## config.mk

```make
export PLATFORM = sky130hd
export DESIGN_NAME = pump_serial_command_framer
export DESIGN_NICKNAME = d
export VERILOG_FILES = /design/src/design/pump_framer_pkg.sv /design/src/design/sync_fifo.sv /design/src/design/pump_serial_command_framer.sv
export SDC_FILE = /design/constraint.sdc
export NUM_CORES = 1
export LEC_CHECK = 0
export BUFFER_PORTS_ARGS = -buffer_cell sky130_fd_sc_hd__clkbuf_2
export CORE_AREA = 2 2 216 218
export DETAILED_ROUTE_END_ITERATION = 16
export DIE_AREA = 0 0 218 220
export PLACE_DENSITY = 0.7
export SYNTH_ARGS = -nofsm -noshare
export SYNTH_HDL_FRONTEND = slang
export SYNTH_SLANG_ARGS = --single-unit
```

## constraint.sdc

```tcl
create_clock -name clk_sys_in -period 5.34 [get_ports clk_sys_in]
set_input_delay 1.068 -clock clk_sys_in [delete_from_list [all_inputs] [get_ports clk_sys_in]]
set_output_delay 1.068 -clock clk_sys_in [all_outputs]
set_load 0.01 [all_outputs]
```

## src/design/pump_framer_pkg.sv

```systemverilog
`default_nettype none
package pump_framer_pkg;
  // ==========================================================
  // Serial timing
  localparam int CLK_HZ   = 20_000_000;
  localparam int BAUD     = 19200;
  localparam int BIT_CYC  = CLK_HZ / BAUD;
  localparam int HALF_CYC = BIT_CYC / 2;
  localparam int FRAME_BITS = 10;
  localparam int DATA_BITS  = 8;
  localparam int FIFO_DEPTH = 16;
  // ==========================================================
  // Characters
  localparam logic [7:0] CH_STX  = 8'h02;
  localparam logic [7:0] CH_ETX  = 8'h03;
  localparam logic [7:0] CH_CR   = 8'h0d;
  localparam logic [7:0] CH_SP   = 8'h20;
  localparam logic [7:0] CH_DEL  = 8'h7f;
  localparam logic [7:0] CH_0    = 8'h30;
  localparam logic [7:0] CH_9    = 8'h39;
  localparam logic [7:0] CH_PT   = 8'h2e;
  localparam logic [7:0] CH_LA   = 8'h61;
  localparam logic [7:0] CH_LZ   = 8'h7a;
  localparam logic [7:0] CASE_M  = 8'hdf;
  localparam logic [31:0] KW_ADDR  = 32'h2a414452;
  localparam logic [23:0] KW_PROTO = 24'h534146;
  // ==========================================================
  // Address, limits, framing
  localparam logic [6:0] ADDR_DEFAULT = 7'h00;
  localparam logic [6:0] ADDR_MAX     = 7'h63;
  localparam logic [6:0] PHASE_MAX    = 7'h29;
  localparam logic [6:0] TEN          = 7'h0a;
  localparam logic [7:0] SAFE_OVH     = 8'h04;
  localparam logic [2:0] BODY_KW      = 3'h3;
  localparam logic [2:0] BODY_MAX     = 3'h4;
  localparam logic [2:0] FLT_DIG_MAX  = 3'h4;
  localparam logic [2:0] FLT_FRAC_MAX = 3'h3;
  localparam logic [15:0] CRC_POLY    = 16'h1021;
  localparam logic [15:0] CRC_INIT    = 16'h0000;
  localparam int RSP_MAX = 5;
  // ==========================================================
  // Types
  typedef enum logic [2:0] {
    CMD_OTHER = 3'b001,
    CMD_ADDR  = 3'b010,
    CMD_PROTO = 3'b100
  } cmd_kind_t;
  typedef struct packed {
    cmd_kind_t   kind;
    logic        has_arg;
    logic [6:0]  arg;
    logic [31:0] text;
    logic        phase_ok;
    logic        count_ok;
    logic        float_ok;
  } cmd_t;
  typedef struct packed {
    logic       safe;
    logic [6:0] addr;
  } nv_t;
  function automatic logic [15:0] crc_step(input logic [15:0] c, input logic [7:0] b);
    logic [15:0] r;
    r = c ^ {b, 8'h00};
    for (int i = 0; i < 8; i++) begin
      r = r[15] ? ((r << 1) ^ CRC_POLY) : (r << 1);
    end
    return r;
  endfunction
endpackage
`default_nettype wire

```

## src/design/sync_fifo.sv

```systemverilog
`timescale 1ns/10ps
`default_nettype none
module sync_fifo #(
  parameter int WIDTH = 9,
  parameter int DEPTH = 16
) (
  input  wire logic             clk_sys_in,  // System clock
  input  wire logic             rst_n_in,    // Async reset
  input  wire logic             in_valid_in, // Write request
  output logic                  in_ready_out,// Not full
  input  wire logic [WIDTH-1:0] in_data_in,  // Write data
  output logic                  out_valid_out,// Not empty
  input  wire logic             out_ready_in,// Read accept
  output logic      [WIDTH-1:0] out_data_out // Head word
);
  localparam int AW = $clog2(DEPTH);
  logic [WIDTH-1:0] mem_r [DEPTH];
  logic [AW-1:0]    wp_r;
  logic [AW-1:0]    rp_r;
  logic [AW:0]      cnt_r;
  logic             wr;
  logic             rd;
  assign in_ready_out  = (cnt_r != (AW+1)'(DEPTH));
  assign out_valid_out = (cnt_r != '0);
  assign wr = in_valid_in && in_ready_out;
  assign rd = out_valid_out && out_ready_in;
  assign out_data_out = mem_r[rp_r];
  always_ff @(posedge clk_sys_in) begin
    if (wr) begin
      mem_r[wp_r] <= in_data_in;
    end
  end
  always_ff @(posedge clk_sys_in or negedge rst_n_in) begin
    if (!rst_n_in) begin
      wp_r  <= '0;
      rp_r  <= '0;
      cnt_r <= '0;
    end else begin
      if (wr) begin
        wp_r <= (wp_r == AW'(DEPTH-1)) ? '0 : wp_r + 1'b1;
      end
      if (rd) begin
        rp_r <= (rp_r == AW'(DEPTH-1)) ? '0 : rp_r + 1'b1;
      end
      cnt_r <= cnt_r + (AW+1)'(wr) - (AW+1)'(rd);
    end
  end
endmodule // sync_fifo
`default_nettype wire

```

## src/design/pump_serial_command_framer.sv

```systemverilog
`timescale 1ns/10ps
`default_nettype none
module pump_serial_command_framer
  import pump_framer_pkg::*;
#(
  parameter int BIT_CYCLES = BIT_CYC
) (
  input  wire logic       clk_sys_in,     // 20 MHz clock
  input  wire logic       rst_n_in,       // Async reset, low
  input  wire logic       rx_pin_in,      // Serial in
  output logic            tx_pin_out,     // Serial out
  input  wire nv_t        nv_in,          // Stored settings
  output nv_t             nv_out,         // Settings to store
  output logic            nv_write_out,   // Store pulse
  input  wire logic [7:0] status_char_in, // Pump state char
  input  wire logic       alarm_in,       // Alarm event pulse
  output logic            cmd_valid_out,  // Command pulse
  output cmd_t            cmd_out,        // Command fields
  input  wire logic       proc_done_in,   // Command processed
  output logic            busy_out        // Input held off
);
  localparam int CW = $clog2(BIT_CYCLES + 1);
  localparam logic [CW-1:0] BIT_LAST  = CW'(BIT_CYCLES - 1);
  localparam logic [CW-1:0] HALF_LAST = CW'(BIT_CYCLES / 2);
  // ==========================================================
  // Receiver
  logic          rx_s1_r, rx_s2_r, rx_act_r, rx_done_r, rx_err_r;
  logic [CW-1:0] rx_cnt_r;
  logic [3:0]    rx_bit_r;
  logic [7:0]    rx_sh_r;
  always_ff @(posedge clk_sys_in or negedge rst_n_in) begin
    if (!rst_n_in) begin
      rx_s1_r <= 1'b1;
      rx_s2_r <= 1'b1;
    end else begin
      rx_s1_r <= rx_pin_in;
      rx_s2_r <= rx_s1_r;
    end
  end
  always_ff @(posedge clk_sys_in or negedge rst_n_in) begin
    if (!rst_n_in) begin
      rx_act_r <= 1'b0; rx_cnt_r <= '0; rx_bit_r <= '0;
      rx_sh_r <= '0; rx_done_r <= 1'b0; rx_err_r <= 1'b0;
    end else begin
      rx_done_r <= 1'b0;
      if (!rx_act_r) begin
        if (!rx_s2_r) begin
          rx_act_r <= 1'b1;
          rx_cnt_r <= HALF_LAST;
          rx_bit_r <= '0;
        end
      end else if (rx_cnt_r != '0) begin
        rx_cnt_r <= rx_cnt_r - 1'b1;
      end else begin
        rx_cnt_r <= BIT_LAST;
        rx_bit_r <= rx_bit_r + 1'b1;
        if (rx_bit_r == 4'h0 && rx_s2_r) begin
          rx_act_r <= 1'b0;
        end else if (rx_bit_r <= 4'(DATA_BITS)) begin
          if (rx_bit_r != 4'h0) rx_sh_r <= {rx_s2_r, rx_sh_r[7:1]};
        end else begin
          rx_act_r  <= 1'b0;
          rx_done_r <= 1'b1;
          rx_err_r  <= !rx_s2_r;
        end
      end
    end
  end
  // ==========================================================
  // Byte FIFO; full or busy drops the byte at the pin side
  logic       busy_r, f_in_ready, f_valid, f_pop, f_push;
  logic [8:0] f_data;
  assign f_push = rx_done_r && !busy_r && f_in_ready;
  sync_fifo #(.WIDTH(9), .DEPTH(FIFO_DEPTH)) u_fifo (
    .clk_sys_in   (clk_sys_in),
    .rst_n_in     (rst_n_in),
    .in_valid_in  (f_push),
    .in_ready_out (f_in_ready),
    .in_data_in   ({rx_err_r, rx_sh_r}),
    .out_valid_out(f_valid),
    .out_ready_in (f_pop),
    .out_data_out (f_data)
  );
  // ==========================================================
  // Parser
  typedef enum logic [9:0] {
    P_IDLE = 10'b0000000001, P_BODY = 10'b0000000010,
    P_LEN  = 10'b0000000100, P_DATA = 10'b0000001000,
    P_CRCH = 10'b0000010000, P_CRCL = 10'b0000100000,
    P_ETX  = 10'b0001000000, P_EVAL = 10'b0010000000,
    P_PROC = 10'b0100000000, P_RESP = 10'b1000000000
  } pstate_t;
  typedef enum logic [6:0] {
    T_IDLE = 7'b0000001, T_STX = 7'b0000010, T_LEN = 7'b0000100,
    T_DATA = 7'b0001000, T_CRCH = 7'b0010000, T_CRCL = 7'b0100000,
    T_ETX = 7'b1000000
  } tstate_t;
  pstate_t     ps_r;
  tstate_t     ts_r;
  logic        safe_r, load_r, alarm_r, resp_go, alarm_go, query_r;
  logic [6:0]  own_r, addr_r, arg_r;
  logic [1:0]  addr_cnt_r, arg_cnt_r;
  logic        addr_ph_r, pt_r;
  logic [2:0]  body_r, fdig_r, ffrac_r;
  logic [31:0] text_r;
  logic [7:0]  dcnt_r, crch_r;
  logic [15:0] rcrc_r;
  logic [7:0]  b, ch;
  logic        berr, is_dig, is_ctl, feed, addressed;
  cmd_kind_t   kind;
  assign b    = f_data[7:0];
  assign berr = f_data[8];
  assign is_ctl = (b <= CH_SP) || (b >= CH_DEL);
  assign ch   = (b >= CH_LA && b <= CH_LZ) ? (b & CASE_M) : b;
  assign is_dig = (ch >= CH_0) && (ch <= CH_9);
  assign f_pop = f_valid && (ps_r != P_EVAL) && (ps_r != P_PROC) && (ps_r != P_RESP)
                 && !(ps_r == P_IDLE && !safe_r && b != CH_STX && !berr);
  assign feed = f_pop && !berr && ((ps_r == P_BODY && b != CH_CR && !is_ctl) || ps_r == P_DATA);
  assign addressed = (addr_r == own_r);
  always_comb begin
    kind = CMD_OTHER;
    if (body_r == BODY_MAX && text_r == KW_ADDR) kind = CMD_ADDR;
    else if (body_r >= BODY_KW && text_r[31:8] == KW_PROTO) kind = CMD_PROTO;
  end
  always_ff @(posedge clk_sys_in or negedge rst_n_in) begin
    if (!rst_n_in) begin
      ps_r <= P_IDLE; dcnt_r <= '0; crch_r <= '0; rcrc_r <= CRC_INIT;
    end else begin
      case (ps_r)
        P_IDLE: begin
          rcrc_r <= CRC_INIT;
          if (f_valid && !berr) begin
            if (b == CH_STX) ps_r <= P_LEN;
            else if (!safe_r) ps_r <= P_BODY;
          end
        end
        P_BODY: begin
          if (f_valid && berr) ps_r <= P_IDLE;
          else if (f_valid && b == CH_CR) ps_r <= P_EVAL;
        end
        P_LEN: begin
          if (f_valid) begin
            dcnt_r <= b - SAFE_OVH;
            if (berr || b < SAFE_OVH) ps_r <= P_IDLE;
            else ps_r <= (b == SAFE_OVH) ? P_CRCH : P_DATA;
          end
        end
        P_DATA: begin
          if (f_valid) begin
            rcrc_r <= crc_step(rcrc_r, b);
            dcnt_r <= dcnt_r - 1'b1;
            if (berr) ps_r <= P_IDLE;
            else if (dcnt_r == 8'h01) ps_r <= P_CRCH;
          end
        end
        P_CRCH: begin
          if (f_valid) begin
            crch_r <= b;
            ps_r   <= berr ? P_IDLE : P_CRCL;
          end
        end
        P_CRCL: begin
          if (f_valid) begin
            if (berr || {crch_r, b} != rcrc_r) ps_r <= P_IDLE;
            else ps_r <= P_ETX;
          end
        end
        P_ETX: begin
          if (f_valid) ps_r <= (!berr && b == CH_ETX) ? P_EVAL : P_IDLE;
        end
        P_EVAL: begin
          if (!addressed) ps_r <= P_IDLE;
          else if (kind == CMD_OTHER) ps_r <= P_PROC;
          else ps_r <= P_RESP;
        end
        P_PROC: begin
          if (proc_done_in) ps_r <= P_RESP;
        end
        P_RESP: begin
          if (ts_r == T_IDLE) ps_r <= P_IDLE;
        end
        default: ps_r <= P_IDLE;
      endcase
    end
  end
  // ==========================================================
  // Address, keyword and argument tokens
  always_ff @(posedge clk_sys_in or negedge rst_n_in) begin
    if (!rst_n_in) begin
      addr_ph_r <= 1'b1; addr_r <= ADDR_DEFAULT; addr_cnt_r <= '0;
      body_r <= '0; text_r <= '0; arg_r <= '0; arg_cnt_r <= '0;
      pt_r <= 1'b0; fdig_r <= '0; ffrac_r <= '0;
    end else if (ps_r == P_IDLE) begin
      addr_ph_r <= 1'b1; addr_r <= ADDR_DEFAULT; addr_cnt_r <= '0;
      body_r <= '0; text_r <= '0; arg_r <= '0; arg_cnt_r <= '0;
      pt_r <= 1'b0; fdig_r <= '0; ffrac_r <= '0;
    end else if (feed) begin
      if (addr_ph_r && is_dig && addr_cnt_r != 2'h2) begin
        addr_r     <= 7'(addr_r * TEN) + 7'(ch - CH_0);
        addr_cnt_r <= addr_cnt_r + 1'b1;
      end else begin
        addr_ph_r <= 1'b0;
        if (body_r != BODY_MAX) begin
          text_r[8*(3-body_r[1:0]) +: 8] <= ch;
          body_r <= body_r + 1'b1;
        end
        if (is_dig && body_r >= BODY_KW) begin
          if (arg_cnt_r != 2'h3) arg_cnt_r <= arg_cnt_r + 1'b1;
          if (arg_cnt_r < 2'h2) arg_r <= 7'(arg_r * TEN) + 7'(ch - CH_0);
          if (fdig_r != 3'h7) fdig_r <= fdig_r + 1'b1;
          if (pt_r && ffrac_r != 3'h7) ffrac_r <= ffrac_r + 1'b1;
        end else if (ch == CH_PT && body_r >= BODY_KW) begin
          pt_r  <= 1'b1;
          fdig_r <= pt_r ? 3'h7 : fdig_r;
        end
      end
    end
  end
  // ==========================================================
  // Settings: loaded from storage after reset, rewritten by commands
  logic nv_wr_r;
  always_ff @(posedge clk_sys_in or negedge rst_n_in) begin
    if (!rst_n_in) begin
      load_r <= 1'b1; own_r <= ADDR_DEFAULT; safe_r <= 1'b0;
      nv_wr_r <= 1'b0; query_r <= 1'b0;
    end else begin
      nv_wr_r <= 1'b0;
      if (load_r) begin
        load_r <= 1'b0;
        safe_r <= nv_in.safe;
        own_r  <= (nv_in.addr > ADDR_MAX) ? ADDR_DEFAULT : nv_in.addr;
      end else if (ps_r == P_EVAL && addressed) begin
        query_r <= (kind == CMD_ADDR) && (arg_cnt_r == 2'h0);
        if (kind == CMD_ADDR && arg_cnt_r != 2'h0 && arg_cnt_r != 2'h3) begin
          own_r   <= arg_r;
          nv_wr_r <= 1'b1;
        end
        if (kind == CMD_PROTO && arg_cnt_r != 2'h0) begin
          safe_r  <= (arg_r != 7'h00);
          nv_wr_r <= 1'b1;
        end
      end
    end
  end
  assign nv_out       = '{safe: safe_r, addr: own_r};
  assign nv_write_out = nv_wr_r;
  // ==========================================================
  // Command hand-off to the processor
  cmd_t cmd_r;
  logic cmd_v_r;
  always_ff @(posedge clk_sys_in or negedge rst_n_in) begin
    if (!rst_n_in) begin
      cmd_r <= '0; cmd_v_r <= 1'b0;
    end else begin
      cmd_v_r <= (ps_r == P_EVAL) && addressed && (kind == CMD_OTHER);
      if (ps_r == P_EVAL) begin
        cmd_r.kind     <= kind;
        cmd_r.has_arg  <= (arg_cnt_r != 2'h0);
        cmd_r.arg      <= arg_r;
        cmd_r.text     <= text_r;
        cmd_r.phase_ok <= arg_cnt_r inside {2'h1, 2'h2} && arg_r != 7'h00 && arg_r <= PHASE_MAX;
        cmd_r.count_ok <= arg_cnt_r inside {2'h1, 2'h2} && arg_r != 7'h00;
        cmd_r.float_ok <= fdig_r != 3'h0 && fdig_r <= FLT_DIG_MAX && ffrac_r <= FLT_FRAC_MAX;
      end
    end
  end
  assign cmd_valid_out = cmd_v_r;
  assign cmd_out       = cmd_r;
  // ==========================================================
  // Busy window and alarm request
  assign resp_go  = (ps_r == P_RESP) && (ts_r == T_IDLE);
  assign alarm_go = safe_r && alarm_r && (ps_r == P_IDLE) && (ts_r == T_IDLE);
  always_ff @(posedge clk_sys_in or negedge rst_n_in) begin
    if (!rst_n_in) begin
      busy_r <= 1'b0; alarm_r <= 1'b0;
    end else begin
      if (ps_r == P_EVAL && addressed) busy_r <= 1'b1;
      else if (ts_r == T_STX) busy_r <= 1'b0;
      if (alarm_in && safe_r) alarm_r <= 1'b1;
      else if (alarm_go) alarm_r <= 1'b0;
    end
  end
  assign busy_out = busy_r;
  // ==========================================================
  // Response sequencer
  logic [7:0]  rd_r [RSP_MAX];
  logic [7:0]  rd_n [RSP_MAX];
  logic [2:0]  rn_r, rn_n, di_r;
  logic [15:0] tcrc_r;
  logic [7:0]  tx_byte;
  logic        tx_rdy, tx_go;
  logic [6:0]  a_t, a_o;
  assign a_t = own_r / TEN;
  assign a_o = own_r - 7'(a_t * TEN);
  always_comb begin
    for (int i = 0; i < RSP_MAX; i++) rd_n[i] = CH_0;
    rn_n = '0;
    if (a_t != 7'h00) begin
      rd_n[rn_n] = CH_0 + 8'(a_t);
      rn_n = rn_n + 1'b1;
    end
    rd_n[rn_n] = CH_0 + 8'(a_o);
    rn_n = rn_n + 1'b1;
    rd_n[rn_n] = status_char_in;
    rn_n = rn_n + 1'b1;
    if (query_r && resp_go) begin
      if (a_t != 7'h00) begin
        rd_n[rn_n] = CH_0 + 8'(a_t);
        rn_n = rn_n + 1'b1;
      end
      rd_n[rn_n] = CH_0 + 8'(a_o);
      rn_n = rn_n + 1'b1;
    end
  end
  always_comb begin
    case (ts_r)
      T_STX:   tx_byte = CH_STX;
      T_LEN:   tx_byte = 8'(rn_r) + SAFE_OVH;
      T_DATA:  tx_byte = rd_r[di_r];
      T_CRCH:  tx_byte = tcrc_r[15:8];
      T_CRCL:  tx_byte = tcrc_r[7:0];
      T_ETX:   tx_byte = CH_ETX;
      default: tx_byte = CH_ETX;
    endcase
  end
  assign tx_go = (ts_r != T_IDLE) && tx_rdy;
  always_ff @(posedge clk_sys_in or negedge rst_n_in) begin
    if (!rst_n_in) begin
      ts_r <= T_IDLE; rn_r <= '0; di_r <= '0; tcrc_r <= CRC_INIT;
      for (int i = 0; i < RSP_MAX; i++) rd_r[i] <= '0;
    end else if (ts_r == T_IDLE) begin
      if (resp_go || alarm_go) begin
        ts_r <= T_STX;
        rd_r <= rd_n;
        rn_r <= rn_n;
        di_r <= '0;
        tcrc_r <= CRC_INIT;
      end
    end else if (tx_go) begin
      case (ts_r)
        T_STX: ts_r <= safe_r ? T_LEN : T_DATA;
        T_LEN: ts_r <= T_DATA;
        T_DATA: begin
          tcrc_r <= crc_step(tcrc_r, tx_byte);
          di_r   <= di_r + 1'b1;
          if (di_r == rn_r - 1'b1) ts_r <= safe_r ? T_CRCH : T_ETX;
        end
        T_CRCH: ts_r <= T_CRCL;
        T_CRCL: ts_r <= T_ETX;
        default: ts_r <= T_IDLE;
      endcase
    end
  end
  // ==========================================================
  // Transmitter
  logic [9:0]    tx_sh_r;
  logic [3:0]    tx_bits_r;
  logic [CW-1:0] tx_cnt_r;
  assign tx_rdy = (tx_bits_r == 4'h0);
  always_ff @(posedge clk_sys_in or negedge rst_n_in) begin
    if (!rst_n_in) begin
      tx_sh_r <= '1; tx_bits_r <= '0; tx_cnt_r <= '0;
    end else if (tx_go) begin
      tx_sh_r   <= {1'b1, tx_byte, 1'b0};
      tx_bits_r <= 4'(FRAME_BITS);
      tx_cnt_r  <= BIT_LAST;
    end else if (!tx_rdy) begin
      if (tx_cnt_r != '0) tx_cnt_r <= tx_cnt_r - 1'b1;
      else begin
        tx_cnt_r  <= BIT_LAST;
        tx_sh_r   <= {1'b1, tx_sh_r[9:1]};
        tx_bits_r <= tx_bits_r - 1'b1;
      end
    end
  end
  assign tx_pin_out = tx_rdy ? 1'b1 : tx_sh_r[0];
endmodule // pump_serial_command_framer
`default_nettype wire

```

==> parameters.txt, run 1 <==
Parameter                              Value

Detailed routing
  Post-detailed-routing wire length    between 40 and 50 mm
  Iter 0 DRT Violations    between 1000 and 1500
  Via-to-Cell Ratio    5.72
  Antenna Violating Nets Remaining    0
  Residual DRC count    0
  DR WL/cell    roughly 19 um
  Length of the first detailed-routing pass in iterations    5
  Number of vias in the routed layout    ~15000

Place
  Routability-driven placement congestion ratio    0.895
  Post-DP HPWL    around 34 mm
  Cell area after placement    approximately 23000 um2
  Count of port buffers added during placement    slightly below 80

Floorplanning
  Effective utilization at floorplan    between 40 and 50%
  I/O pins    between 70 and 80
  Die outline height    ~220 um
  Placeable Area    between 40000 and 50000 um2
  Total number of placement rows    79
  Floorplan die area    ~48000 um2
  Overall die width    218 um

Synth
  Adder and majority cell fraction of the synthesized area    4.54%
  Cell accounting for the most synthesized area    sky130_fd_sc_hd__dfrtp_1
  Post-Synthesis Net Count    a little over 2000
  Post-synthesis cell count    between 1500 and 2000
  Share of the synthesized area in compound gates (AO/OA/AOI/OAI)    9.64%
  Dominant combinational cell family by area after synthesis    simple AND/OR/NAND/NOR gates
  Multiplexer share of the synthesized area    between 10 and 15%
  Async SR Flop Fraction    between 60% and 70%
  Avg Cell Area, Syn    between 10 and 15 um2
  Sequential cell area fraction in the yosys report    53.0%
  #FFs+latches synth    438
  Most common flop cell mapped by yosys    sky130_fd_sc_hd__dfrtp_1
  Share of the synthesized area in the top cell type    between 30% and 40%
  Cell area after technology mapping    22100 um2
  Xor-xnor portion of the synthesized cell area    4.65%
  Synth top area cells    sky130_fd_sc_hd__dfrtp_1 (32%), sky130_fd_sc_hd__edfxtp_1 (20%), sky130_fd_sc_hd__nand2_1 (4.1%), sky130_fd_sc_hd__ha_1 (3.9%), sky130_fd_sc_hd__mux2i_1 (3.9%)
  Number of synthesized flops with an enable pin    roughly 140
  Post-synthesis share of cell area spent on and, or, nand and nor gates    roughly 14%
  Number of warning messages in the yosys log    0
  Netlist cell types    90

STA
  Relative slew margins    19.0%
  Number of failing setup endpoints in the final timing report    0
  Part of the cycle the worst path needs    93.6%
  Hold slack    roughly 0.35 ns
  Slew at the pin closest to its max-slew limit    1.20 ns
  Count of final max-slew check failures    0
  Achievable clock frequency    roughly 200 MHz
  Final Hold Fails    0
  Post-layout min period    between 4 and 5 ns
  Setup repair after global routing missed its margin    false
  Final clock skew    0.0338 ns
  TNS Setup    0 ns

Worst setup path
  Worst path cell trace    nand2b_1 -> mux2i_1 -> o31ai_1 -> ha_1 -> nor2b_1 -> a21boi_0 -> a2bb2oi_1 -> o21ai_0 -> a21o_1 -> ha_1 -> ha_1 -> inv_1 -> fa_1 -> ha_1 -> xnor2_1 -> inv_1 -> ha_1 -> xor3_1 -> a31oi_1 -> o21ai_0
  Highest net fanout along the worst path    12
  Kind of end point of the critical path    flop
  Most common cell type on the critical path    sky130_fd_sc_hd__ha_1
  Data required time of the worst path    5.77 ns
  Worst Setup Start Kind    flop
  Largest stage delay on the critical path    0.55 ns
  Critical path start-end classification    reg -> reg
  Cell type of the slowest stage on the worst timing path    sky130_fd_sc_hd__dfrtp_1
  Endpoint arrival time on the critical path    about 5.4 ns

Status
  Run status    completed

Clock network
  Number of H-tree branching levels    2
  # hold bufs at CTS    0
  Clock tree from TritonCTS    built
  Clock insertion delay at the later pin of the skew report    about 0.6 ns
  Number of sinks on the clock net    around 440
  CTS resizes    0
  Clock-pin slew of the registers on the worst-case setup and hold paths    about 0.060 ns
  Number of CTS-inserted buffers    47
  Library cell used as clock root buffer    sky130_fd_sc_hd__clkbuf_16
  Maximum number of buffers from clock root to sink    3
  Setup fix buffers added after clock tree synthesis    0

Run
  Maximum Capacitance Violations    0

Global routing
  Wire length of the first global-routing pass    ~80 mm
  Initial antenna violation count    0
  Pin count of the biggest net entering global routing    approximately 110
  Sum of overflow across all layers after global routing    0
  Via count of the first global-routing pass    approximately 15000
  Global-route usage over all layers    21.3%

Cells and area
  Antenna Diode Count    0
  Register Area    around 12000 um2
  Leading cell type in the layout, fill and taps excluded    sky130_fd_sc_hd__dfrtp_1
  Most frequent cells in the layout    sky130_fd_sc_hd__dfrtp_1 (277), sky130_fd_sc_hd__nand2_1 (241), sky130_fd_sc_hd__o21ai_0 (144), sky130_fd_sc_hd__edfxtp_1 (144), sky130_fd_sc_hd__nor2_1 (107)
  Fraction of final layout cells sized beyond drive strength 1    between 10% and 20%
  Area growth from synthesis to layout    11.5%
  Multi-input logic area    9660 um2
  Post-route cell area    approximately 25000 um2
  Number of filler instances in the final layout    a little under 4000
  Number of nets at the end of the flow    between 2000 and 2500

Pwr
  Worst-case vdd ir drop    0.234 mV
  Leakage power    just under 10 nW
  PwrDens    311 nW/um2

Hold path
  Kind of path behind the tightest hold check    reg -> reg
## cell type report
| type | count | area share [%] |
|---|---|---|
| Inverter | 86 | 1.31 |
| Multi-Input combinational cell | 1339 | 39.2 |
| Clock buffer | 70 | 5.41 |
| Tap cell | 607 | 3.08 |
| Sequential cell | 438 | 47.5 |
| Timing Repair Buffer | 112 | 2.76 |
| Clock inverter | 16 | 0.666 |
## report_power, final
part	total [W]	leakage, nW	internal, W	switching (W)
combinational	0.000821	4.13	0.000331	0.000490
clock	0.00315	0.734	0.00179	0.00136
sequential	0.00368	4.89	0.00358	0.000102
## state kept, by name, indices dropped and copies added (netlist names), 11 cells and up
signal / flops
cmd_out: 46
tx_cnt_r: 11
rx_cnt_r: 11
u_fifo.mem_r: 144
tcrc_r: 16
text_r: 32
rd_r: 37
rcrc_r: 16
## Yosys cell counts, types with 16 or more instances
| library cell | count |
|---|---|
| sky130_fd_sc_hd__a21oi_1 | 71 |
| sky130_fd_sc_hd__a22o_1 | 17 |
| sky130_fd_sc_hd__a31oi_1 | 18 |
| sky130_fd_sc_hd__clkbuf_1 | 76 |
| sky130_fd_sc_hd__dfrtp_1 | 279 |
| sky130_fd_sc_hd__edfxtp_1 | 144 |
| sky130_fd_sc_hd__ha_1 | 69 |
| sky130_fd_sc_hd__inv_1 | 85 |
| sky130_fd_sc_hd__mux2_2 | 60 |
| sky130_fd_sc_hd__mux2i_1 | 85 |
| sky130_fd_sc_hd__mux4_2 | 32 |
| sky130_fd_sc_hd__nand2_1 | 241 |
| sky130_fd_sc_hd__nand2b_1 | 18 |
| sky130_fd_sc_hd__nand3_1 | 66 |
| sky130_fd_sc_hd__nor2_1 | 107 |
| sky130_fd_sc_hd__nor2b_1 | 19 |
| sky130_fd_sc_hd__nor3_1 | 35 |
| sky130_fd_sc_hd__nor4_1 | 16 |
| sky130_fd_sc_hd__o21ai_0 | 144 |
| sky130_fd_sc_hd__xnor2_1 | 72 |
| sky130_fd_sc_hd__xor2_1 | 40 |
## per-stage QoR
stage	util (%)	total power [W]	std cells	worst slack, ns
detailed placement	50.4	0.00456	2582	0.439
floorplan	-	0.00429	1961	0.362
finish	53.7	0.00766	2668	0.344
global placement	50.4	0.00454	2582	0.647
CTS	53.7	0.00772	2668	0.389
global route	53.7	0.00797	2668	0.0133
## final timing paths
check,end,cells past startpoint,startpoint,slack (ns)
hold reg to reg,rx_s2_r,0,rx_s1_r,0.35
setup / recovery,rd_r[22],20,own_r[3],0.34
setup reg to reg,rd_r[22],20,own_r[3],0.34
max in group asynchronous,rx_s1_r,2,rst_n_in,3.73
hold / removal,rx_s2_r,0,rx_s1_r,0.35
min in group asynchronous,tx_cnt_r[10],1,rst_n_in,0.52
## critical path, delay by kind of cell, from the launching register on
| kind | cells | cell delay, ns |
|---|---|---|
| adders and majority gates | 6 | 1.62 |
| AOI/OAI and AO/OA | 7 | 1.18 |
| xor gates and xnor gates | 2 | 0.62 |
| DFF | 1 | 0.55 |
| and+or+nand+nor | 2 | 0.49 |
| muxes | 1 | 0.21 |
| buffers and inverters | 2 | 0.15 |
## per-layer routing
| metal | vias to the layer above | track usage, % | part of all wire, % |
|---|---|---|---|
| li1 | 7174 | - | - |
| met1 | 7572 | 29.6 | 45 |
| met2 | 418 | 34.6 | 48 |
| met3 | 88 | 2.90 | 4.9 |
| met4 | 0 | 6.87 | 2.4 |
| met5 | - | 0 | 0 |
## logic make-up (layout without fill, tap and decap cells)
kind of cell,after synthesis,in the layout
flops,438,438
xor+xnor,114,114
simple gates,614,614
compound gates,348,348
buf+inv,184,284
mux,186,186
fa+ha+maj,76,76
other cells,1,1
No activity file was read; power rests on OpenSTA's default activity.
==> run 2, diff against run 1 <==
Settings changed: ABC_AREA set to 1, CORE_AREA 2 2 216 218 to 2 2 219 221, DIE_AREA 0 0 218 220 to 0 0 221 223, SETUP_SLACK_MARGIN set to 0.5.
==> run 2 against run 1 <==
  * Setup slack better by 0.44 ns
  * Clock skew down 0.018 ns
  * Combinational power is 1% lower
  * First-iteration DRC count up 15%
  * Critical path depth rose by 9
  * Sequential share of layout area fell by 1.4 points
  * Clock power is 6% higher
  * Die area increased by 2.8%
  * Fmax grew 9.7%
  * Largest cell class unchanged
  * Cell count is 27% higher
  * Synthesized cell count rose by 35%
  * Global-route usage is 2.1 points higher
==> parameters.txt, run 2 <==
Parameter                              Value

Global routing
  Sum of overflow across all layers after global routing    0 (unchanged)
  Global-route usage over all layers    23.4% (+2.1 points)
  Wire length of the first global-routing pass    93.8 mm (+15%)
  Pin count of the biggest net entering global routing    137 (+28%)
  Via count of the first global-routing pass    18146 (+20%)
  Initial antenna violation count    0 (unchanged)

STA
  Setup repair after global routing missed its margin    false
  TNS Setup    0 ns (unchanged)
  Post-layout min period    4.55 ns (-0.441 ns)
  Number of failing setup endpoints in the final timing report    0 (unchanged)
  Slew at the pin closest to its max-slew limit    1.14 ns (-0.0676 ns)
  Final clock skew    0.0163 ns (-0.0175 ns)
  Count of final max-slew check failures    0 (unchanged)
  Part of the cycle the worst path needs    85.3% (-8.3 points)
  Relative slew margins    24.1% (+5.0 points)
  Final Hold Fails    0 (unchanged)
  Achievable clock frequency    220 MHz (+9.7%)

Floorplanning
  I/O pins    79 (unchanged)
  Overall die width    221 um (+1.4%)
  Floorplan die area    49300 um2 (+2.8%)
  Total number of placement rows    80 (+1.3%)
  Effective utilization at floorplan    48.3% (+0.13 points)
  Die outline height    223 um (+1.4%)
  Placeable Area    47100 um2 (+2.8%)

Pwr
  PwrDens    307 nW/um2 (-1.3%)
  Worst-case vdd ir drop    0.309 mV (+32%)
  Internal    0.00578 W (+1.3%)
  Sequential power share    46.9% (-1.2 points)
  Leakage power    11.9 nW (+22%)
  Clock share of power    42.7% (+1.5 points)
  Comb power frac    10.4% (-0.3 points)
  Net switching power figure    0.00200 W (+2.6%)
  Sw Ratio    25.7% (+0.24 points)

Hold path
  Hold worst-path end    rx_s2_r
  Worst hold path startpoint    rx_s1_r
  Cell depth of the worst hold path    0 (unchanged)
  Kind of path behind the tightest hold check    reg -> reg

Cells and area
  Antenna Diode Count    0 (unchanged)
  Number of nets at the end of the flow    2833 (+34%)
  Share of the core filled with cells    53.8% (+0.12 points)
  Leading cell type in the layout, fill and taps excluded    sky130_fd_sc_hd__nand2_1
  Largest register FFs    144 (unchanged)
  Register with the highest flop count    u_fifo.mem_r
  Fraction of final layout cells sized beyond drive strength 1    9.84% (-5.5 points)
  Post-route cell area    25400 um2 (+3.0%)
  Number of filler instances in the final layout    4298 (+10%)
  Most frequent cells in the layout    sky130_fd_sc_hd__nand2_1 (630), sky130_fd_sc_hd__inv_1 (334), sky130_fd_sc_hd__dfrtp_1 (276), sky130_fd_sc_hd__nor2_1 (256), sky130_fd_sc_hd__o21ai_0 (188)
  Count of placed standard cells in the final layout, fillers left out    3388 (+27%)
  Area growth from synthesis to layout    11.4% (about the same)

Detailed routing
  Residual DRC count    0 (unchanged)
  Antenna Violating Nets Remaining    0 (unchanged)
  Length of the first detailed-routing pass in iterations    5 (unchanged)
  Via-to-Cell Ratio    5.43 (-5.1%)
  Iter 0 DRT Violations    1619 (+15%)
  Number of vias in the routed layout    18380 (+21%)
  DR WL/cell    17.1 um (-8.7%)
  Post-detailed-routing wire length    57.9 mm (+16%)

Synth
  Async SR Flop Fraction    67.1% (unchanged)
  Netlist cell types    56 (-38%)
  Cell area after technology mapping    22800 um2 (+3.1%)
  Share of the synthesized area in the top cell type    30.7% (-0.94 points)
  Cell accounting for the most synthesized area    sky130_fd_sc_hd__dfrtp_1
  Avg Cell Area, Syn    8.57 um2 (-24%)
  Number of warning messages in the yosys log    0 (unchanged)
  #FFs+latches synth    438 (unchanged)
  Sequential cell area fraction in the yosys report    51.4% (-1.6 points)
  Most frequent cells after synthesis    sky130_fd_sc_hd__nand2_1 (632), sky130_fd_sc_hd__inv_1 (336), sky130_fd_sc_hd__dfrtp_1 (279)
  Most common flop cell mapped by yosys    sky130_fd_sc_hd__dfrtp_1
  Synth top area cells    sky130_fd_sc_hd__dfrtp_1 (31%), sky130_fd_sc_hd__edfxtp_1 (19%), sky130_fd_sc_hd__nand2_1 (10%), sky130_fd_sc_hd__inv_1 (5.5%), sky130_fd_sc_hd__nor2_1 (4.2%)
  Post-Synthesis Net Count    2753 (+34%)
  Number of synthesized flops with an enable pin    144 (unchanged)
  Post-synthesis cell count    2656 (+35%)
  Most repeated cell in the gate-level netlist after synthesis    sky130_fd_sc_hd__nand2_1

Worst setup path
  Critical path start-end classification    reg -> reg
  Data required time of the worst path    5.84 ns (+0.07 ns)
  Cell type of the slowest stage on the worst timing path    sky130_fd_sc_hd__dfrtp_2
  Internal reg-to-reg setup slack    0.79 ns (+0.44 ns)
  Worst Setup Start Kind    flop
  Worst flop-to-flop path endpoint    rd_r[30]
  Largest stage delay on the critical path    0.42 ns (-0.13 ns)
  Buffering stage count on the worst path with inverters included    5 (+3)
  Endpoint arrival time on the critical path    5.05 ns (-0.38 ns)
  Kind of end point of the critical path    flop
  Most common cell type on the critical path    sky130_fd_sc_hd__nand2_1
  Highest net fanout along the worst path    8 (-4)
  Critical path's top delay family    simple AND/OR/NAND/NOR gates
  Beginning of the worst register-to-register path    own_r[4]
  Depth of the most critical reg-to-reg path    29 (+45%)

Run
  Maximum Capacitance Violations    0 (unchanged)

Clock network
  Clock tree from TritonCTS    built
  Clock insertion delay at the later pin of the skew report    0.58 ns (-0.02 ns)
  Number of H-tree branching levels    2 (unchanged)
  # hold bufs at CTS    0 (unchanged)
  Clock-pin slew of the registers on the worst-case setup and hold paths    0.06 ns (about the same)
  Number of CTS-inserted buffers    47 (unchanged)
  Number of sinks on the clock net    438 (unchanged)
  Maximum number of buffers from clock root to sink    3 (unchanged)
  Library cell used as clock root buffer    sky130_fd_sc_hd__clkbuf_16

Place
  Post-DP HPWL    40.3 mm (+19%)
  Number of instances in the placed design    3297 (+28%)
  Routability-driven placement congestion ratio    0.918 (+2.6%)
  Count of port buffers added during placement    78 (unchanged)
  Cell area after placement    23700 um2 (+2.6%)

Status
  Run status    completed
[run 2: worst max path at each step]
stage / startpoint / end / cells past startpoint
floorplan: own_r[4] / rd_r[22] / 30
global placement: own_r[4] / rd_r[22] / 30
detailed placement: own_r[6] / rd_r[22] / 30
CTS: own_r[4] / rd_r[22] / 30
global route: own_r[5] / rd_r[22] / 30
finish: own_r[4] / rd_r[30] / 29
[run 2: cell families (layout without fill, tap and decap cells)]
group / Yosys count / in the layout / synth area share [%]
AO/OA/AOI/OAI: 382 / 382 / 9.30
XOR/XNOR: 94 / 94 / 3.68
adder cells (fa/ha/maj): 76 / 76 / 4.41
buffers and inverters: 432 / 549 / 7.82
flip-flops: 438 / 438 / 51.4
multiplexers: 1 / 1 / 0.0494
other: 1 / 1 / 0.0165
AND/OR/NAND/NOR: 1232 / 1232 / 23.4
[run 2: routing by layer]
metal  GRT usage [%]  up-vias  part of all wire, %
li1                -     8905                    -
met1            29.9     8820                   42
met2            39.9      533                   49
met3            2.96      122                  4.9
met4            10.6        0                  4.2
met5               0        -                    0
[run 2: power groups by stage]
stage	logic [W]	registers (W)	clock network, W
after global routing	0.000910	0.00366	0.00351
final	0.000810	0.00365	0.00333
after CTS	0.000751	0.00365	0.00340
after global placement	0.000726	0.00371	0
after detailed placement	0.000748	0.00371	0
after floorplan	0.000532	0.00369	0
[run 2: per-stage QoR]
step           hold WS, ns  power (W)  worst slack, ns
4_1_cts              0.360    0.00780            0.635
6_report             0.358    0.00779            0.785
3_5_place_dp         0.351    0.00446            0.691
2_1_floorplan        0.345    0.00422             1.12
5_1_grt              0.362    0.00808            0.454
3_3_place_gp         0.347    0.00443            0.792
[run 2: final cells by class]
type,instances,area [um2],area share [%]
timing repair buffer,110,666,2.62
clock buffer,58,1270,5.00
sequential,438,11700,46.1
clock inverter,28,300,1.18
tap,615,769,3.03
inverter,353,1330,5.22
multi-input combinational,1786,9340,36.8
[run 2: what timing repair did]
item / CTS / global route
gates resized for setup: 0 / 12
endpoints found under the setup margin: 0 / 12
setup buffers: 0 / 5
==> run 3, diff against run 2 <==
Settings changed: ABC_CLOCK_PERIOD_IN_PS set to 5340, CORE_AREA 2 2 219 221 to 2 2 221 223, DIE_AREA 0 0 221 223 to 0 0 223 225, SYNTH_HIERARCHICAL set to 1.
==> run 3 against run 2 <==
  * Wire length rose by 0.74%
  * First-iteration DRC count increased by 22%
  * Global-route usage fell by 0.16 points
  * Combinational power grew 14%
  * Total power increased by 5.6%
  * Sequential share of layout area is 0.93 points lower
==> parameters.txt, run 3 <==
Parameter                              Value

Status
  Run status    completed

Worst setup path
  Worst Setup Start Kind    flop
  Cell type of the slowest stage on the worst timing path    sky130_fd_sc_hd__dfrtp_1
  Most common cell type on the critical path    sky130_fd_sc_hd__ha_1
  Highest net fanout along the worst path    9 (+1)
  Endpoint arrival time on the critical path    5.02 ns (-0.03 ns)
  Kind of end point of the critical path    flop
  Data required time of the worst path    5.87 ns (+0.03 ns)
  Largest stage delay on the critical path    0.47 ns (+0.05 ns)
  Critical path start-end classification    reg -> reg

Clock network
  Clock insertion delay at the later pin of the skew report    0.61 ns (+0.03 ns)
  Setup fix buffers added after clock tree synthesis    0 (unchanged)
  Number of CTS-inserted buffers    47 (unchanged)
  # hold bufs at CTS    0 (unchanged)
  Number of sinks on the clock net    438 (unchanged)
  Clock tree from TritonCTS    built
  Number of H-tree branching levels    2 (unchanged)
  Clock-pin slew of the registers on the worst-case setup and hold paths    0.06 ns (about the same)
  Library cell used as clock root buffer    sky130_fd_sc_hd__clkbuf_16
  Maximum number of buffers from clock root to sink    3 (unchanged)

STA
  Final clock skew    0.0359 ns (+0.0196 ns)
  Relative slew margins    29.0% (+4.9 points)
  Setup repair after global routing missed its margin    true
  Count of final max-slew check failures    0 (unchanged)
  Part of the cycle the worst path needs    84.2% (-1.1 points)
  Achievable clock frequency    222 MHz (+1.3%)
  Post-layout min period    4.50 ns (-0.0577 ns)
  Final Hold Fails    0 (unchanged)
  TNS Setup    0 ns (unchanged)
  Hold slack    0.357 ns (-0.00168 ns)
  Number of failing setup endpoints in the final timing report    0 (unchanged)
  Slew at the pin closest to its max-slew limit    1.06 ns (-0.0742 ns)
  Final worst-path setup slack    0.843 ns (+0.0577 ns)

Global routing
  Wire length of the first global-routing pass    94.5 mm (+0.71%)
  Global-route usage over all layers    23.2% (-0.16 points)
  Initial antenna violation count    0 (unchanged)
  Grt met2 use    37.9% (-2.0 points)
  Pin count of the biggest net entering global routing    113 (-18%)
  Busiest metal layer after global routing    met2
  Via count of the first global-routing pass    18547 (+2.2%)
  Met3 usage    3.36% (+0.40 points)
  Met1 track demand over resource in global routing    32.1% (+2.3 points)
  Sum of overflow across all layers after global routing    0 (unchanged)

Place
  Routability-driven placement congestion ratio    0.923 (+0.59%)
  Dpl ws    0.785 ns (+0.0936 ns)
  Count of port buffers added during placement    78 (unchanged)
  Post-DP HPWL    40.2 mm (about the same)

Detailed routing
  Antenna Violating Nets Remaining    0 (unchanged)
  Post-detailed-routing wire length    58.4 mm (+0.74%)
  Iter 0 DRT Violations    1980 (+22%)
  Number of vias in the routed layout    19069 (+3.7%)
  Length of the first detailed-routing pass in iterations    6 (+1)
  Via-to-Cell Ratio    5.48 (+1.1%)
  Residual DRC count    0 (unchanged)
  DR WL/cell    16.8 um (-1.9%)

Synth
  Async SR Flop Fraction    67.1% (unchanged)
  Number of warning messages in the yosys log    6 (+6)
  Share of the synthesized area in the top cell type    30.1% (-0.55 points)
  Sequential cell area fraction in the yosys report    50.5% (-0.92 points)
  Number of synthesized flops with an enable pin    144 (unchanged)
  Post-synthesis cell count    2757 (+3.8%)
  #FFs+latches synth    438 (unchanged)
  Post-Synthesis Net Count    2853 (+3.6%)
  Synth top area cells    sky130_fd_sc_hd__dfrtp_1 (30%), sky130_fd_sc_hd__edfxtp_1 (19%), sky130_fd_sc_hd__nand2_1 (12%), sky130_fd_sc_hd__inv_1 (6.2%), sky130_fd_sc_hd__nand3_1 (4.8%)
  Most repeated cell in the gate-level netlist after synthesis    sky130_fd_sc_hd__nand2_1
  Cell accounting for the most synthesized area    sky130_fd_sc_hd__dfrtp_1
  Netlist cell types    64 (+14%)
  Avg Cell Area, Syn    8.41 um2 (-1.9%)
  Most frequent cells after synthesis    sky130_fd_sc_hd__nand2_1 (747), sky130_fd_sc_hd__inv_1 (385), sky130_fd_sc_hd__dfrtp_1 (279)
  Most common flop cell mapped by yosys    sky130_fd_sc_hd__dfrtp_1
  Cell area after technology mapping    23200 um2 (+1.8%)

Cells and area
  Share of the core filled with cells    54.5% (+0.64 points)
  Number of filler instances in the final layout    4219 (-1.8%)
  Largest register FFs    144 (unchanged)
  Number of nets at the end of the flow    2920 (+3.1%)
  Area growth from synthesis to layout    11.7%
  Leading cell type in the layout, fill and taps excluded    sky130_fd_sc_hd__nand2_1
  Fraction of final layout cells sized beyond drive strength 1    9.95% (+0.11 points)
  Most frequent cells in the layout    sky130_fd_sc_hd__nand2_1 (747), sky130_fd_sc_hd__inv_1 (385), sky130_fd_sc_hd__dfrtp_1 (276), sky130_fd_sc_hd__nand3_1 (220), sky130_fd_sc_hd__nor2_1 (180)
  Antenna Diode Count    0 (unchanged)
  Register with the highest flop count    u_fifo/mem_r

Floorplanning
  Total number of placement rows    80 (unchanged)
  Overall die width    223 um (+0.90%)
  I/O pins    79 (unchanged)
  Die outline height    225 um (+0.90%)
  Placeable Area    47500 um2 (+0.85%)
  Effective utilization at floorplan    48.8% (+0.47 points)
  Floorplan die area    50200 um2 (+1.8%)

Run
  Maximum Capacitance Violations    0 (unchanged)

Pwr
  Leakage power    12.5 nW (+5.0%)
  Worst-case vdd ir drop    0.413 mV (+33%)
  PwrDens    318 nW/um2 (+3.5%)

Hold path
  Kind of path behind the tightest hold check    reg -> reg
[run 3: worst max-delay path: cells and delay by family, from the launching register on]
kind	cells	cell delay (ns)
adder cells (fa/ha/maj)	6	1.64
AND/OR/NAND/NOR	14	1.56
flip-flops	1	0.47
buffers and inverters	3	0.39
XOR/XNOR	1	0.23
AO/OA/AOI/OAI	1	0.17
[run 3: cell families after synthesis]
kind of cell	after synthesis	synth area share, %
AOI/OAI and AO/OA	364	8.79
xor gates and xnor gates	82	3.10
adders and majority gates	75	4.27
buffers and inverters	484	8.39
DFF	438	50.5
muxes	10	0.480
other	1	0.0162
and+or+nand+nor	1303	24.5
[run 3: final timing paths]
| kind | startpoint | end | slack, ns | cells after the start |
|---|---|---|---|---|
| worst max-delay path | own_r[3] | rd_r[22] | 0.84 | 25 |
| min in group asynchronous | rst_n_in | tcrc_r[6] | 0.43 | 1 |
| worst min-delay path | rx_s1_r | rx_s2_r | 0.36 | 0 |
| worst min register to register | rx_s1_r | rx_s2_r | 0.36 | 0 |
| worst max register to register | own_r[3] | rd_r[22] | 0.84 | 25 |
| max in group asynchronous | rst_n_in | ffrac_r[1] | 3.80 | 2 |
[run 3: per-stage QoR]
| stage | total power, W | area, um2 | instances |
|---|---|---|---|
| detailed placement | 0.00466 | 24100 | 3390 |
| finish | 0.00822 | 25900 | 3478 |
| global route | 0.00855 | 25900 | 3478 |
| CTS | 0.00827 | 25900 | 3478 |
| floorplan | 0.00439 | 23200 | 2757 |
| global placement | 0.00463 | 24100 | 3390 |
[run 3: per-layer routing]
layer / vias to the layer above / share of wire [%] / wire, um
met5: - / 0 / 0
met4: 0 / 2.4 / 1380
met3: 101 / 6.4 / 3730
met2: 661 / 47 / 27200
met1: 9188 / 45 / 26000
li1: 9119 / - / -
[run 3: repair_timing]
action                     in CTS  in global routing
resized for setup               0                  6
hold endpoints to repair        0                  0
setup endpoints to repair       0                  2
[run 3: area by class of cell]
type	count	area, um2	area share, %
tap	615	769	2.97
multi-input combinational	1835	9550	36.9
sequential	438	11700	45.2
timing repair buffer	101	614	2.37
clock buffer	62	1350	5.22
inverter	401	1510	5.82
clock inverter	26	392	1.51
[run 3: report_power, final]
part / internal, W / switching (W)
clock network: 0.00219 / 0.00142
registers: 0.00359 / 0.000110
logic: 0.000303 / 0.000620
